File: src/hw/rasc_map.vh
// Function
// RULE1: New lower range value shifts upper value equally; span is unchanged.
// RULE2: New upper range value keeps lower value; span becomes their difference.
// RULE3: Shifted upper value past sensor limit is clamped there; span shrinks.
// RULE4: Zero button held two to ten seconds captures pressure as lower value.
// RULE5: Span button held two to ten seconds captures pressure as upper value.
// RULE6: Output readings are smoothed; smoothing time 0 to 60 s, readable back.
// RULE7: Display shows five-character value line, six-character unit line, or messages.
// RULE8: Display rotates up to four selected items; default shows pressure only.
// RULE9: Any detected self-check failure forces loop output to alarm current.
// RULE10: Pressure outside range points holds loop output at low or high saturation.
// RULE11: Alarm direction follows hardware switch, also writable over the link.
// RULE12: Three level sets are selectable: standard, NAMUR and custom.
// RULE13: Standard set: 3.9 and 3.75 low, 20.8 and 21.75 high mA.
// RULE14: NAMUR set: 3.8 and 3.6 low, 20.5 and 22.5 high mA.
// RULE15: Custom levels accepted only inside their documented current windows.
// RULE16: Custom valid only with low alarm below and high alarm above saturation.
// RULE17: Custom high saturation above 21.5 mA is rejected.
// RULE18: Alarm and neighbouring saturation levels differ by at least 0.1 mA.
// RULE19: Host reports an error when a custom setting breaks a constraint.
// RULE20: Burst alarm: output to alarm, value and temperature sent with status set.
// RULE21: Burst saturation: output to saturation, value and temperature sent normally.
// RULE22: Reported pressure and percent keep tracking outside range points.
// RULE23: With write protect on, zero and span button attempts are ignored.
// RULE24: Rejected custom configuration leaves previous levels fully in force.
`ifndef RASC_MAP_VH
`define RASC_MAP_VH
// ----------------------------------------
// Timing
// ----------------------------------------
`define RASC_CLK_HZ 32'd250000000
`define RASC_BTN_MIN_S 32'd2
`define RASC_BTN_MAX_S 32'd10
`define RASC_DISP_S 32'd2
`define RASC_DAMP_MAX_S 6'd60
// ----------------------------------------
// Currents in 10 uA steps
// ----------------------------------------
`define RASC_STD_LS 12'h186
`define RASC_STD_LA 12'h177
`define RASC_STD_HS 12'h820
`define RASC_STD_HA 12'h87f
`define RASC_NAM_LS 12'h17c
`define RASC_NAM_LA 12'h168
`define RASC_NAM_HS 12'h802
`define RASC_NAM_HA 12'h8ca
`define RASC_CLS_MIN 12'h172
`define RASC_CLS_MAX 12'h186
`define RASC_CLA_MIN 12'h168
`define RASC_CLA_MAX 12'h17c
`define RASC_CHS_MIN 12'h7da
`define RASC_CHS_MAX 12'h866
`define RASC_CHA_MIN 12'h7e4
`define RASC_CHA_MAX 12'h8fc
`define RASC_MIN_SEP 12'h00a
`define RASC_CUR_4MA 12'h190
`define RASC_PCT_FULL 14'h2710
`define RASC_CUR_RECIP 16'ha3d7
`define RASC_CUR_SHIFT 20
// ----------------------------------------
// Codes
// ----------------------------------------
`define RASC_SET_STD 2'h0
`define RASC_SET_NAMUR 2'h1
`define RASC_SET_CUSTOM 2'h2
`define RASC_MODE_NORMAL 2'h0
`define RASC_MODE_SAT 2'h1
`define RASC_MODE_ALARM 2'h2
`define RASC_ITEM_DEFAULT 4'h1
`define RASC_TXT_FAIL 40'h4641494c20
`define RASC_TXT_ERROR 48'h4552524f5220
`define RASC_TXT_PRESS 48'h505245535320
`define RASC_TXT_PCT 48'h504354202020
`define RASC_TXT_SCALED 48'h5343414c4544
`define RASC_TXT_TEMP 48'h54454d502020
`define RASC_DIV_STEPS 6'd38
`define RASC_PCT_SAT 16'h7fff
`endif

File: src/hw/rasc_range_alarm.v
`timescale 1ns/10ps
`include "rasc_map.vh"
module rasc_range_alarm #(
   parameter [31:0] BTN_MIN_CYC = `RASC_BTN_MIN_S * `RASC_CLK_HZ,
   parameter [31:0] BTN_MAX_CYC = `RASC_BTN_MAX_S * `RASC_CLK_HZ,
   parameter [31:0] DISP_CYC = `RASC_DISP_S * `RASC_CLK_HZ
)(
   input wire clk,
   input wire resetn,
   input wire [23:0] pressure,
   input wire sampleValid,
   input wire [23:0] sensorLimit,
   input wire [23:0] rangeValue,
   input wire lowerRangeWrite,
   input wire upperRangeWrite,
   input wire zeroButtonPin,
   input wire spanButtonPin,
   input wire writeProtectPin,
   input wire alarmHighSwitchPin,
   input wire [5:0] dampIn,
   input wire dampWrite,
   input wire [3:0] displaySelect,
   input wire [19:0] scaledValue,
   input wire [19:0] temperature,
   input wire selfCheckFail,
   input wire alarmDirIn,
   input wire alarmDirWrite,
   input wire [1:0] levelSet,
   input wire [11:0] customLowSat,
   input wire [11:0] customLowAlarm,
   input wire [11:0] customHighSat,
   input wire [11:0] customHighAlarm,
   input wire customWrite,
   input wire burstMode,
   output reg [23:0] lowerRangeValue_q,
   output reg [23:0] upperRangeValue_q,
   output reg [23:0] span_q,
   output reg [5:0] dampTime_q,
   output reg [23:0] primaryProcessValue_q,
   output reg signed [16:0] percentOfRange_q,
   output reg [39:0] displayLine1_q,
   output reg [47:0] displayLine2_q,
   output reg [1:0] displayItem_q,
   output reg alarmHigh_q,
   output reg [1:0] loopMode_q,
   output reg [11:0] loopCurrent_q,
   output reg customReject_q,
   output reg [23:0] burstPv_q,
   output reg signed [16:0] burstPercent_q,
   output reg [19:0] burstTemp_q,
   output reg burstStatus_q
);
   localparam [2:0] DIV_IDLE = 3'b001;
   localparam [2:0] DIV_RUN = 3'b010;
   localparam [2:0] DIV_DONE = 3'b100;

   // ----------------------------------------
   // Functions
   // ----------------------------------------
   function inWin;
      input [11:0] v;
      input [11:0] lo;
      input [11:0] hi;
      begin
         inWin = (v >= lo) && (v <= hi);
      end
   endfunction

   function heldOk;
      input [31:0] cnt;
      input [31:0] mn;
      input [31:0] mx;
      begin
         heldOk = (cnt >= mn) && (cnt <= mx);
      end
   endfunction

   function [7:0] hexChar;
      input [3:0] n;
      begin
         hexChar = (n < 4'ha) ? {4'h3, n} : (8'h37 + {4'h0, n});
      end
   endfunction

   function [3:0] dampShift;
      input [5:0] d;
      begin
         dampShift = (d >= 6'd32) ? 4'd6 : (d >= 6'd16) ? 4'd5 : (d >= 6'd8) ? 4'd4
            : (d >= 6'd4) ? 4'd3 : (d >= 6'd2) ? 4'd2 : 4'd1;
      end
   endfunction

   // Nearest selected item after cur, last hit wins
   function [1:0] nextItem;
      input [1:0] cur;
      input [3:0] mask;
      integer i;
      begin
         nextItem = cur;
         for (i = 4; i > 0; i = i - 1)
            if (mask[cur + i[1:0]])
               nextItem = cur + i[1:0];
      end
   endfunction

   // ----------------------------------------
   // Pin synchronisers
   // ----------------------------------------
   reg [3:0] pinMeta_q;
   reg [3:0] pinSync_q;
   wire zeroBtn = pinSync_q[0];
   wire spanBtn = pinSync_q[1];
   wire writeProtect = pinSync_q[2];
   wire alarmSwitch = pinSync_q[3];
   always @(posedge clk or negedge resetn)
   begin
      if (!resetn)
      begin
         pinMeta_q <= 4'h0;
         pinSync_q <= 4'h0;
      end
      else
      begin
         pinMeta_q <= {alarmHighSwitchPin, writeProtectPin, spanButtonPin, zeroButtonPin};
         pinSync_q <= pinMeta_q;
      end
   end

   // ----------------------------------------
   // Button hold timers
   // ----------------------------------------
   reg [31:0] zeroCnt_q;
   reg [31:0] spanCnt_q;
   reg zeroPrev_q;
   reg spanPrev_q;
   wire zeroCapture = zeroPrev_q && !zeroBtn && heldOk(zeroCnt_q, BTN_MIN_CYC, BTN_MAX_CYC)
      && !writeProtect; // RULE4 RULE23
   wire spanCapture = spanPrev_q && !spanBtn && heldOk(spanCnt_q, BTN_MIN_CYC, BTN_MAX_CYC)
      && !writeProtect; // RULE5 RULE23
   always @(posedge clk or negedge resetn)
   begin
      if (!resetn)
      begin
         zeroCnt_q <= 32'h0;
         spanCnt_q <= 32'h0;
         zeroPrev_q <= 1'b0;
         spanPrev_q <= 1'b0;
      end
      else
      begin
         zeroPrev_q <= zeroBtn;
         spanPrev_q <= spanBtn;
         if (!zeroBtn)
            zeroCnt_q <= 32'h0;
         else if (zeroCnt_q <= BTN_MAX_CYC)
            zeroCnt_q <= zeroCnt_q + 32'h1;
         if (!spanBtn)
            spanCnt_q <= 32'h0;
         else if (spanCnt_q <= BTN_MAX_CYC)
            spanCnt_q <= spanCnt_q + 32'h1;
      end
   end

   // ----------------------------------------
   // Range points
   // ----------------------------------------
   reg initLoad_q;
   wire lowerReq = lowerRangeWrite || zeroCapture;
   wire upperReq = upperRangeWrite || spanCapture;
   wire [23:0] lowerNew = zeroCapture ? pressure : rangeValue;
   wire [23:0] upperNew = spanCapture ? pressure : rangeValue;
   wire [24:0] shiftedUpper = {1'b0, lowerNew} + {1'b0, span_q};
   always @(posedge clk or negedge resetn)
   begin
      if (!resetn)
      begin
         initLoad_q <= 1'b1;
         lowerRangeValue_q <= 24'h0;
         upperRangeValue_q <= 24'h0;
         span_q <= 24'h0;
      end
      else if (initLoad_q)
      begin
         initLoad_q <= 1'b0;
         upperRangeValue_q <= sensorLimit;
         span_q <= sensorLimit;
      end
      else if (lowerReq && lowerNew < sensorLimit)
      begin
         lowerRangeValue_q <= lowerNew;
         if (shiftedUpper > {1'b0, sensorLimit})
         begin
            upperRangeValue_q <= sensorLimit; // RULE3
            span_q <= sensorLimit - lowerNew; // RULE3
         end
         else
            upperRangeValue_q <= shiftedUpper[23:0]; // RULE1
      end
      else if (upperReq && upperNew > lowerRangeValue_q)
      begin
         upperRangeValue_q <= upperNew;
         span_q <= upperNew - lowerRangeValue_q; // RULE2
      end
   end

   // ----------------------------------------
   // Damping filter
   // ----------------------------------------
   wire signed [24:0] pvDiff = $signed({1'b0, pressure}) - $signed({1'b0, primaryProcessValue_q});
   wire signed [24:0] pvStep = pvDiff >>> dampShift(dampTime_q);
   always @(posedge clk or negedge resetn)
   begin
      if (!resetn)
      begin
         dampTime_q <= 6'h0;
         primaryProcessValue_q <= 24'h0;
      end
      else
      begin
         if (dampWrite && dampIn <= `RASC_DAMP_MAX_S)
            dampTime_q <= dampIn; // RULE6
         if (sampleValid)
         begin
            if (dampTime_q == 6'h0)
               primaryProcessValue_q <= pressure;
            else
               primaryProcessValue_q <= primaryProcessValue_q + pvStep[23:0]; // RULE6
         end
      end
   end

   // ----------------------------------------
   // Percent of range, serial divider
   // ----------------------------------------
   reg [2:0] divState_q;
   reg [37:0] divNum_q;
   reg [37:0] divQuot_q;
   reg [24:0] divRem_q;
   reg [5:0] divCnt_q;
   reg divNeg_q;
   reg pvFresh_q;
   wire signed [24:0] pvOffset = $signed({1'b0, primaryProcessValue_q})
      - $signed({1'b0, lowerRangeValue_q});
   wire [24:0] pvAbs = pvOffset[24] ? (25'h0 - pvOffset) : pvOffset;
   wire [24:0] remShift = {divRem_q[23:0], divNum_q[37]};
   wire remGe = remShift >= {1'b0, span_q};
   wire [15:0] quotSat = (divQuot_q[37:15] != 23'h0) ? `RASC_PCT_SAT : {1'b0, divQuot_q[14:0]};
   always @(posedge clk or negedge resetn)
   begin
      if (!resetn)
      begin
         divState_q <= DIV_IDLE;
         divNum_q <= 38'h0;
         divQuot_q <= 38'h0;
         divRem_q <= 25'h0;
         divCnt_q <= 6'h0;
         divNeg_q <= 1'b0;
         pvFresh_q <= 1'b0;
         percentOfRange_q <= 17'h0;
      end
      else
      begin
         if (sampleValid)
            pvFresh_q <= 1'b1;
         case (divState_q)
            DIV_IDLE:
            begin
               if (pvFresh_q)
               begin
                  pvFresh_q <= sampleValid;
                  divNum_q <= pvAbs[23:0] * `RASC_PCT_FULL; // RULE22
                  divNeg_q <= pvOffset[24];
                  divQuot_q <= 38'h0;
                  divRem_q <= 25'h0;
                  divCnt_q <= `RASC_DIV_STEPS;
                  divState_q <= DIV_RUN;
               end
            end
            DIV_RUN:
            begin
               divNum_q <= {divNum_q[36:0], 1'b0};
               divRem_q <= remGe ? (remShift - {1'b0, span_q}) : remShift;
               divQuot_q <= {divQuot_q[36:0], remGe};
               divCnt_q <= divCnt_q - 6'h1;
               if (divCnt_q == 6'h1)
                  divState_q <= DIV_DONE;
            end
            DIV_DONE:
            begin
               percentOfRange_q <= divNeg_q ? -$signed({1'b0, quotSat}) : $signed({1'b0, quotSat});
               divState_q <= DIV_IDLE;
            end
            default:
               divState_q <= DIV_IDLE;
         endcase
      end
   end

   // ----------------------------------------
   // Alarm and saturation levels
   // ----------------------------------------
   reg [11:0] cusLs_q;
   reg [11:0] cusLa_q;
   reg [11:0] cusHs_q;
   reg [11:0] cusHa_q;
   reg switchPrev_q;
   wire customOk = inWin(customLowSat, `RASC_CLS_MIN, `RASC_CLS_MAX) // RULE15
      && inWin(customLowAlarm, `RASC_CLA_MIN, `RASC_CLA_MAX) // RULE15
      && inWin(customHighSat, `RASC_CHS_MIN, `RASC_CHS_MAX) // RULE15 RULE17
      && inWin(customHighAlarm, `RASC_CHA_MIN, `RASC_CHA_MAX) // RULE15
      && (customLowAlarm < customLowSat) && (customHighAlarm > customHighSat) // RULE16
      && (customLowSat - customLowAlarm >= `RASC_MIN_SEP) // RULE18
      && (customHighAlarm - customHighSat >= `RASC_MIN_SEP); // RULE18
   always @(posedge clk or negedge resetn)
   begin
      if (!resetn)
      begin
         cusLs_q <= `RASC_STD_LS;
         cusLa_q <= `RASC_STD_LA;
         cusHs_q <= `RASC_STD_HS;
         cusHa_q <= `RASC_STD_HA;
         customReject_q <= 1'b0;
         switchPrev_q <= 1'b0;
         alarmHigh_q <= 1'b0;
      end
      else
      begin
         customReject_q <= customWrite && !customOk;
         if (customWrite && customOk)
         begin
            cusLs_q <= customLowSat; // RULE24
            cusLa_q <= customLowAlarm;
            cusHs_q <= customHighSat;
            cusHa_q <= customHighAlarm;
         end
         switchPrev_q <= alarmSwitch;
         if (alarmDirWrite)
            alarmHigh_q <= alarmDirIn; // RULE11
         else if (alarmSwitch != switchPrev_q)
            alarmHigh_q <= alarmSwitch; // RULE11
      end
   end

   wire isNamur = levelSet == `RASC_SET_NAMUR; // RULE12 RULE14
   wire isCustom = levelSet == `RASC_SET_CUSTOM; // RULE12
   wire [11:0] lvlLs = isNamur ? `RASC_NAM_LS : isCustom ? cusLs_q : `RASC_STD_LS; // RULE13
   wire [11:0] lvlLa = isNamur ? `RASC_NAM_LA : isCustom ? cusLa_q : `RASC_STD_LA;
   wire [11:0] lvlHs = isNamur ? `RASC_NAM_HS : isCustom ? cusHs_q : `RASC_STD_HS;
   wire [11:0] lvlHa = isNamur ? `RASC_NAM_HA : isCustom ? cusHa_q : `RASC_STD_HA;

   // ----------------------------------------
   // Loop output decision and burst report
   // ----------------------------------------
   wire belowRange = primaryProcessValue_q < lowerRangeValue_q;
   wire aboveRange = primaryProcessValue_q > upperRangeValue_q;
   wire [13:0] pctClamp = percentOfRange_q[16] ? 14'h0 :
      (percentOfRange_q[15:0] > {2'h0, `RASC_PCT_FULL}) ? `RASC_PCT_FULL : percentOfRange_q[13:0];
   wire [29:0] curProd = pctClamp * `RASC_CUR_RECIP;
   wire [11:0] curLinear = `RASC_CUR_4MA + curProd[`RASC_CUR_SHIFT+11:`RASC_CUR_SHIFT];
   always @(posedge clk or negedge resetn)
   begin
      if (!resetn)
      begin
         loopMode_q <= `RASC_MODE_NORMAL;
         loopCurrent_q <= `RASC_CUR_4MA;
         burstPv_q <= 24'h0;
         burstPercent_q <= 17'h0;
         burstTemp_q <= 20'h0;
         burstStatus_q <= 1'b0;
      end
      else
      begin
         if (selfCheckFail)
         begin
            loopMode_q <= `RASC_MODE_ALARM;
            loopCurrent_q <= alarmHigh_q ? lvlHa : lvlLa; // RULE9 RULE11 RULE20
         end
         else if (belowRange || aboveRange)
         begin
            loopMode_q <= `RASC_MODE_SAT;
            loopCurrent_q <= aboveRange ? lvlHs : lvlLs; // RULE10 RULE21
         end
         else
         begin
            loopMode_q <= `RASC_MODE_NORMAL;
            loopCurrent_q <= curLinear;
         end
         if (burstMode)
         begin
            burstPv_q <= primaryProcessValue_q; // RULE22
            burstPercent_q <= percentOfRange_q; // RULE20
            burstTemp_q <= temperature;
            burstStatus_q <= selfCheckFail; // RULE20 RULE21
         end
      end
   end

   // ----------------------------------------
   // Display rotation and text
   // ----------------------------------------
   reg [31:0] dispCnt_q;
   wire [3:0] dispMask = (displaySelect == 4'h0) ? `RASC_ITEM_DEFAULT : displaySelect; // RULE8
   wire [19:0] dispValue = (displayItem_q == 2'd1) ? {{3{percentOfRange_q[16]}}, percentOfRange_q}
      : (displayItem_q == 2'd2) ? scaledValue : (displayItem_q == 2'd3) ? temperature
      : primaryProcessValue_q[19:0];
   wire [47:0] dispUnit = (displayItem_q == 2'd1) ? `RASC_TXT_PCT
      : (displayItem_q == 2'd2) ? `RASC_TXT_SCALED : (displayItem_q == 2'd3) ? `RASC_TXT_TEMP
      : `RASC_TXT_PRESS;

   always @(posedge clk or negedge resetn)
   begin
      if (!resetn)
      begin
         dispCnt_q <= 32'h0;
         displayItem_q <= 2'd0;
         displayLine1_q <= 40'h0;
         displayLine2_q <= 48'h0;
      end
      else
      begin
         if (dispCnt_q >= DISP_CYC - 32'h1)
         begin
            dispCnt_q <= 32'h0;
            displayItem_q <= nextItem(displayItem_q, dispMask); // RULE8
         end
         else
         begin
            dispCnt_q <= dispCnt_q + 32'h1;
            if (!dispMask[displayItem_q])
               displayItem_q <= nextItem(displayItem_q, dispMask);
         end
         if (selfCheckFail)
         begin
            displayLine1_q <= `RASC_TXT_FAIL; // RULE7
            displayLine2_q <= `RASC_TXT_ERROR;
         end
         else
         begin
            displayLine1_q <= {hexChar(dispValue[19:16]), hexChar(dispValue[15:12]),
               hexChar(dispValue[11:8]), hexChar(dispValue[7:4]), hexChar(dispValue[3:0])}; // RULE7
            displayLine2_q <= dispUnit; // RULE7
         end
      end
   end
endmodule

File: config.mk
export PLATFORM = sky130hd
export DESIGN_NAME = rasc_range_alarm
export DESIGN_NICKNAME = d
export VERILOG_FILES = /design/src/hw/rasc_range_alarm.v
export VERILOG_INCLUDE_DIRS = /design/src /design/src/hw
export SDC_FILE = /design/constraint.sdc
export NUM_CORES = 2
export LEC_CHECK = 0
export ABC_AREA = 0
export BUFFER_PORTS_ARGS = -buffer_cell sky130_fd_sc_hd__buf_2
export CAP_MARGIN = 15
export CORE_ASPECT_RATIO = 1.1
export CORE_MARGIN = 1
export CORE_UTILIZATION = 50
export DETAILED_ROUTE_END_ITERATION = 12
export GPL_TIMING_DRIVEN = 0
export PLACE_DENSITY = 0.77
export SLEW_MARGIN = 20
export SYNTH_ARGS = -nofsm -noshare
export SYNTH_HDL_FRONTEND = slang
export SYNTH_SLANG_ARGS = --single-unit
export TNS_END_PERCENT = 1
File: constraint.sdc
create_clock -name clk -period 12.6 [get_ports clk]
set_input_delay 0.63 -clock clk [delete_from_list [all_inputs] [get_ports clk]]
set_output_delay 0.63 -clock clk [all_outputs]
set_load 0.005 [all_outputs]
Word-level counts from Yosys, hierarchy flattened
Cells that the tools add are included.
W data, S select, Z words.

storage, ports and cells
  input bits = 187
  output and inout bits = 287
  register bits after elaboration = 554
  word-level logic and storage cells = 241

cells by class
  multiplexer cells = 82
  bitwise operators = 1
  equality and inequality tests = 16
  reductions and logical operators = 42
  multiply operators = 1
  order comparisons = 38
  shift-type cells = 1
  add/subtract/negate cells = 23

operators by type and width
  kind                      count
  $mux W24                  14
  $mux W32                  5
  $pmux W38 S2              2
  $mux W12                  12
  $mux W43                  3
  $add A32 B1 Y32 const B   3
  $ge A32 B29 Y1 const B    3
  $mux W38                  2
  $sub A24 B24 Y24          3
  $le A32 B32 Y1 const B    2
  $mux W20                  3
  $sub A24 B24 Y25          2
  $gt A24 B24 Y1            2
  $lt A24 B24 Y1            2
  $pmux W24 S2              1
  $mux W45                  1
  $mux W39                  1
  $add A6 B4 Y7 const A     5
  $mux W7                   5
  $mul A24 B10 Y34 const B  1
  $add A24 B24 Y25          1
  $ge A25 B24 Y1            1
  $gt A25 B24 Y1            1
  $sshr A25 B3 Y24          1
  52 further kinds          128

Logic depth before layout (Yosys ltp)
  word-level depth = 11
  gate-level depth with buffers = 36
  depth with buffers taken out = 34

Least setup slack after synthesis
OpenSTA, ideal clock, no wires.

  path type = reg2reg
  start = register primaryProcessValue_q[0]
  end = register divNum_q[34]
  path buffers = 1
  path slack = 4.235 ns
  period minus slack after synthesis = 8.365 ns
  required time = 12.517 ns
  data arrival time = 8.282 ns
  cell stages (with the launch flop) = 35
  library setup time = 0.083 ns
  cell sequence = dfrtp_1 > inv_1 > ha_1 > fa_1 > nor2b_1 > o2111ai_1 > and3_1 > or4_1 > a31o_2 > a21oi_1 > a31o_2 > clkbuf_1 > a21oi_1 > xnor2_1 > inv_1 > fa_1 > inv_1 > ha_1 > inv_1 > fa_1 > inv_1 > ha_1 > inv_1 > fa_1 > inv_1 > ha_1 > a21o_1 > a2111oi_0 > o311ai_0 > a211oi_1 > o211ai_1 > o211ai_1 > a21boi_0 > mux2_2 > o21ai_0

between the ends
  longest elaborated chain between the ends = 6

ends and longest elaborated chain
  what                                   line                    text
  start: declaration                     rasc_range_alarm.v:39   output reg [23:0] primaryProcessValue_q,
  start signal: assignment               rasc_range_alarm.v:225  primaryProcessValue_q <= pressure;
  start signal: assignment               rasc_range_alarm.v:227  primaryProcessValue_q <= primaryProcessValue_q + pvStep[23:0];
  $sub A24 B24 Y25 (*)                   rasc_range_alarm.v:243  - $signed({1'b0, lowerRangeValue_q});
  $sub A1 B24 Y24                        rasc_range_alarm.v:244  wire [24:0] pvAbs = pvOffset[24] ? (25'h0 - pvOffset) : pvOffset;
  $mux W24 (*)                           rasc_range_alarm.v:244
  $mul A24 B10 Y34 (no source line) (*)  -
  $mux W38 (*)                           rasc_range_alarm.v:268  if (pvFresh_q)
  $pmux W38 S2 (*)                       rasc_range_alarm.v:265  case (divState_q)
  end signal: assignment                 rasc_range_alarm.v:271  divNum_q <= pvAbs[23:0] * `RASC_PCT_FULL;
  end signal: assignment                 rasc_range_alarm.v:281  divNum_q <= {divNum_q[36:0], 1'b0};
  end: declaration                       rasc_range_alarm.v:236  reg [37:0] divNum_q;

Mark *: on every way between the ends. The rest lies on a longest branch, timed or not. The select of a mux whose other input is x is not followed.
A chain may end at the register's enable or synchronous reset.

Worst setup path after layout
Same ends and word-level chain as after synthesis.

==> results.json <==
{
  "syn_inst": 4639,
  "detail-route-antenna-nets": 0,
  "dieArea_sq_um": 82400,
  "post-synth-top-area-fraction_pct": 30.2,
  "worst_hold_endpoint": "pinMeta_q[3]",
  "total_cts_buffers": 60,
  "number_of_flops_mapped_to_enable_cells_by_yosys": 0,
  "vias": 37814,
  "synth_sequential_area_ratio_pct": 31.8,
  "violations": "DRC",
  "rr_startpoint": "primaryProcessValue_q[0]",
  "detailedPlacementHpwl_um": 110000,
  "status": "finished with violations",
  "die_w_um": 274,
  "finalMaxSlewViolations": 0,
  "routabilityCongestion": 1.01,
  "floorplan.rows": 109,
  "yosysWarningCount": 0,
  "timing.critical_path.mode_cell": "sky130_fd_sc_hd__inv_1",
  "synthTopCellsByArea": "sky130_fd_sc_hd__dfrtp_1 (30%), sky130_fd_sc_hd__ha_1 (11%), sky130_fd_sc_hd__mux2_2 (4.0%), sky130_fd_sc_hd__inv_1 (3.9%), sky130_fd_sc_hd__a21oi_1 (3.8%)",
  "async_reset_ff_share_pct": 100,
  "yosys.cell_types.count": 104,
  "worst_ep_required_time_ps": 13200,
  "placeableCoreArea_sq_um": 80500,
  "slew-limit-headroom_pct": 20.6,
  "global_route_wire_length_before_repair_um": 209000,
  "critPathArrivalTime_ps": 11780,
  "multi_input_comb_area_sq_um": 25200,
  "antenna_found_initial": 5,
  "clk_transition_reported_paths_ps": 70,
  "critical_path_start_type": "flip-flop",
  "yosys.cell_count.top_type": "sky130_fd_sc_hd__dfrtp_1",
  "rsz_0062_raised_after_global_routing": "no",
  "seq_area_sq_um": 12900,
  "max-clock-path-buffers": 3,
  "portBuffers": 450,
  "totalWireLength_um": 140000,
  "clockRootBuffer": "sky130_fd_sc_hd__clkbuf_16",
  "number_of_global_route_vias_before_repair": 36037,
  "reg2reg_depth": 34,
  "hold_violations": 0,
  "max-cap-violations": 0,
  "firstDrtPassIters": 10,
  "yosys-top-cells-count": "sky130_fd_sc_hd__dfrtp_1 (490), sky130_fd_sc_hd__inv_1 (420), sky130_fd_sc_hd__nor2_1 (373), sky130_fd_sc_hd__nand2_1 (362), sky130_fd_sc_hd__ha_1 (356)",
  "tns_ps": 0,
  "synth-seq-cells": 516,
  "groute.usage.overall_pct": 33.0,
  "dominantRegCellSynth": "sky130_fd_sc_hd__dfrtp_1",
  "starting_density_of_the_core_pct": 50.5,
  "netlist.top_cell.by_area": "sky130_fd_sc_hd__dfrtp_1",
  "launch_point_of_the_worst_hold_path": "alarmHighSwitchPin",
  "worst_slew_pin_slew_ps": 1190,
  "critPathLaunch": "primaryProcessValue_q[0]",
  "finish.net_count": 5788,
  "synthesis.area_sq_um": 40700,
  "htree_num_levels": 2,
  "hold_path.class": "in2reg",
  "whs_path_depth": 1,
  "boundaryPins": 474,
  "cpPeakStageDelay_ps": 1020,
  "grt_overflow_total": 0,
  "clock_tree_from_tritoncts": "built",
  "drc": 44,
  "regToRegSetupSlack_ps": 1420,
  "synth.avg_cell_area_sq_um": 8.76,
  "worst_skew_pair.late_latency_ps": 700,
  "wl_per_cell_um": 22.2,
  "detail_route.iter0.violations": 3577,
  "post-cts-setup-buffers": 0,
  "die_span_y_um": 301,
  "worst_setup_path_end_kind": "flip-flop",
  "clkSinkCount": 516,
  "fillerInstances": 7148,
  "clock_skew_ps": 73.4,
  "pin_count_of_the_biggest_net_entering_global_routing": 105,
  "timing.final.crit_share_pct": 88.7,
  "critical-path-slowest-cell": "sky130_fd_sc_hd__dfrtp_1",
  "kind_of_critical_path": "reg2reg",
  "vias_per_cell": 6.01,
  "fin_crit_ps": 11180,
  "timing.rr.end": "divNum_q[34]",
  "report.final.setup_viol": 0,
  "cp_max_fo": 10,
  "fmax_mhz": 89.4,
  "areaGrowthSynthToFinish_pct": 14.9,
  "final_layout_size_suffix_gt1_share_pct": 16.3
}
==> placed cells by master (no fill, tap or decap), types with 29 or more instances in the layout <==
| cell type | Yosys | final |
|---|---|---|
| sky130_fd_sc_hd__dfrtp_1 | 490 | 489 |
| sky130_fd_sc_hd__ha_1 | 356 | 356 |
| sky130_fd_sc_hd__a22oi_1 | 35 | 35 |
| sky130_fd_sc_hd__nand3_1 | 130 | 130 |
| sky130_fd_sc_hd__a21oi_1 | 308 | 308 |
| sky130_fd_sc_hd__a211oi_1 | 58 | 58 |
| sky130_fd_sc_hd__mux2_2 | 145 | 145 |
| sky130_fd_sc_hd__o31ai_1 | 29 | 29 |
| sky130_fd_sc_hd__nand2_1 | 362 | 362 |
| sky130_fd_sc_hd__clkbuf_16 | 0 | 60 |
| sky130_fd_sc_hd__nor2b_1 | 48 | 48 |
| sky130_fd_sc_hd__xor2_1 | 119 | 119 |
| sky130_fd_sc_hd__o21a_1 | 48 | 48 |
| sky130_fd_sc_hd__nor3_1 | 83 | 83 |
| sky130_fd_sc_hd__nor2_1 | 373 | 373 |
| sky130_fd_sc_hd__and3_1 | 44 | 44 |
| sky130_fd_sc_hd__a21o_1 | 96 | 96 |
| sky130_fd_sc_hd__o21ai_0 | 279 | 279 |
| sky130_fd_sc_hd__and2_1 | 76 | 76 |
| sky130_fd_sc_hd__mux2i_1 | 96 | 96 |
| sky130_fd_sc_hd__nor4_1 | 29 | 29 |
| sky130_fd_sc_hd__o21bai_1 | 33 | 33 |
| sky130_fd_sc_hd__fa_1 | 64 | 64 |
| sky130_fd_sc_hd__a31oi_1 | 41 | 41 |
| sky130_fd_sc_hd__xnor2_1 | 158 | 158 |
| sky130_fd_sc_hd__inv_1 | 420 | 420 |
| sky130_fd_sc_hd__nand4_1 | 54 | 54 |
| sky130_fd_sc_hd__nand2b_1 | 40 | 40 |
| sky130_fd_sc_hd__buf_4 | 36 | 36 |
| sky130_fd_sc_hd__buf_2 | 20 | 469 |
| sky130_fd_sc_hd__clkbuf_1 | 124 | 134 |
| sky130_fd_sc_hd__o211ai_1 | 29 | 29 |
==> final cells by class <==
type / count / area share [%]
tap: 1054 / 2.82
clock buffer: 85 / 3.74
multi-input combinational: 3517 / 54.0
clock inverter: 28 / 1.04
buffer: 209 / 2.13
inverter: 421 / 3.38
antenna: 4 / 0.0214
timing repair buffer: 456 / 5.16
sequential: 516 / 27.7
==> sequential cells by signal, indices dropped and copies added, names as in the netlist, 17 cells and up <==
| register | flops |
|---|---|
| divNum_q | 34 |
| displayLine2_q | 20 |
| burstPercent_q | 17 |
| primaryProcessValue_q | 24 |
| spanCnt_q | 32 |
| burstTemp_q | 20 |
| upperRangeValue_q | 24 |
| zeroCnt_q | 32 |
| displayLine1_q | 35 |
| dispCnt_q | 32 |
| percentOfRange_q | 17 |
| burstPv_q | 24 |
| span_q | 24 |
| divRem_q | 24 |
| lowerRangeValue_q | 24 |
| divQuot_q | 38 |
==> cell families after synthesis <==
group	synth area share [%]
AOI/OAI and AO/OA	19.1
xor gates and xnor gates	6.01
muxes	6.49
other	0.0185
and+or+nand+nor	16.1
adders and majority gates	14.1
buffers and inverters	6.33
DFF	31.8
==> worst max-delay path, delay by kind of cell, from the launching register on <==
kind	cells	cell delay, ps
DFF	1	1020
adders and majority gates	8	3200
buffers and inverters	8	1230
xor gates and xnor gates	1	550
and+or+nand+nor	3	930
AOI/OAI and AO/OA	13	3800
muxes	1	290
==> per-stage QoR <==
step	hold WS (ps)	cell area [sq um]	utilization, %	worst slack, ps	std cells
after floorplan	331	40700	-	4240	4663
after global placement	336	44300	55.1	11.4	6167
after detailed placement	340	44500	55.3	1590	6172
after CTS	26.1	46700	58.0	1420	6286
after global routing	37.4	46700	58.0	1090	6287
final	49.7	46700	58.1	1420	6290
==> routing by layer <==
layer  part of all wire, %  track usage (%)  up-vias
met1                    40             43.3    18162
met2                    45             51.2     1737
li1                      -                -    17472
met5                 0.031                0        -
met3                   8.6             5.96      437
met4                   6.3             18.6        6
==> worst max path at each step <==
stage               slack, ps            end
finish                   1420   divNum_q[34]
global route             1090   divNum_q[34]
CTS                      1420   divNum_q[34]
detailed placement       1590   divNum_q[34]
global placement           10  dampTime_q[0]
floorplan                4240   divNum_q[34]
==> what timing repair did <==
item | in CTS | in global routing
endpoints found under the hold margin | 11 | 0
hold buffers | 1 | 0
resized for setup | 0 | 0
Power is left out: the tool's default activity adds up to more than one toggle a clock period on the data nets, which glitch-free logic cannot reach.
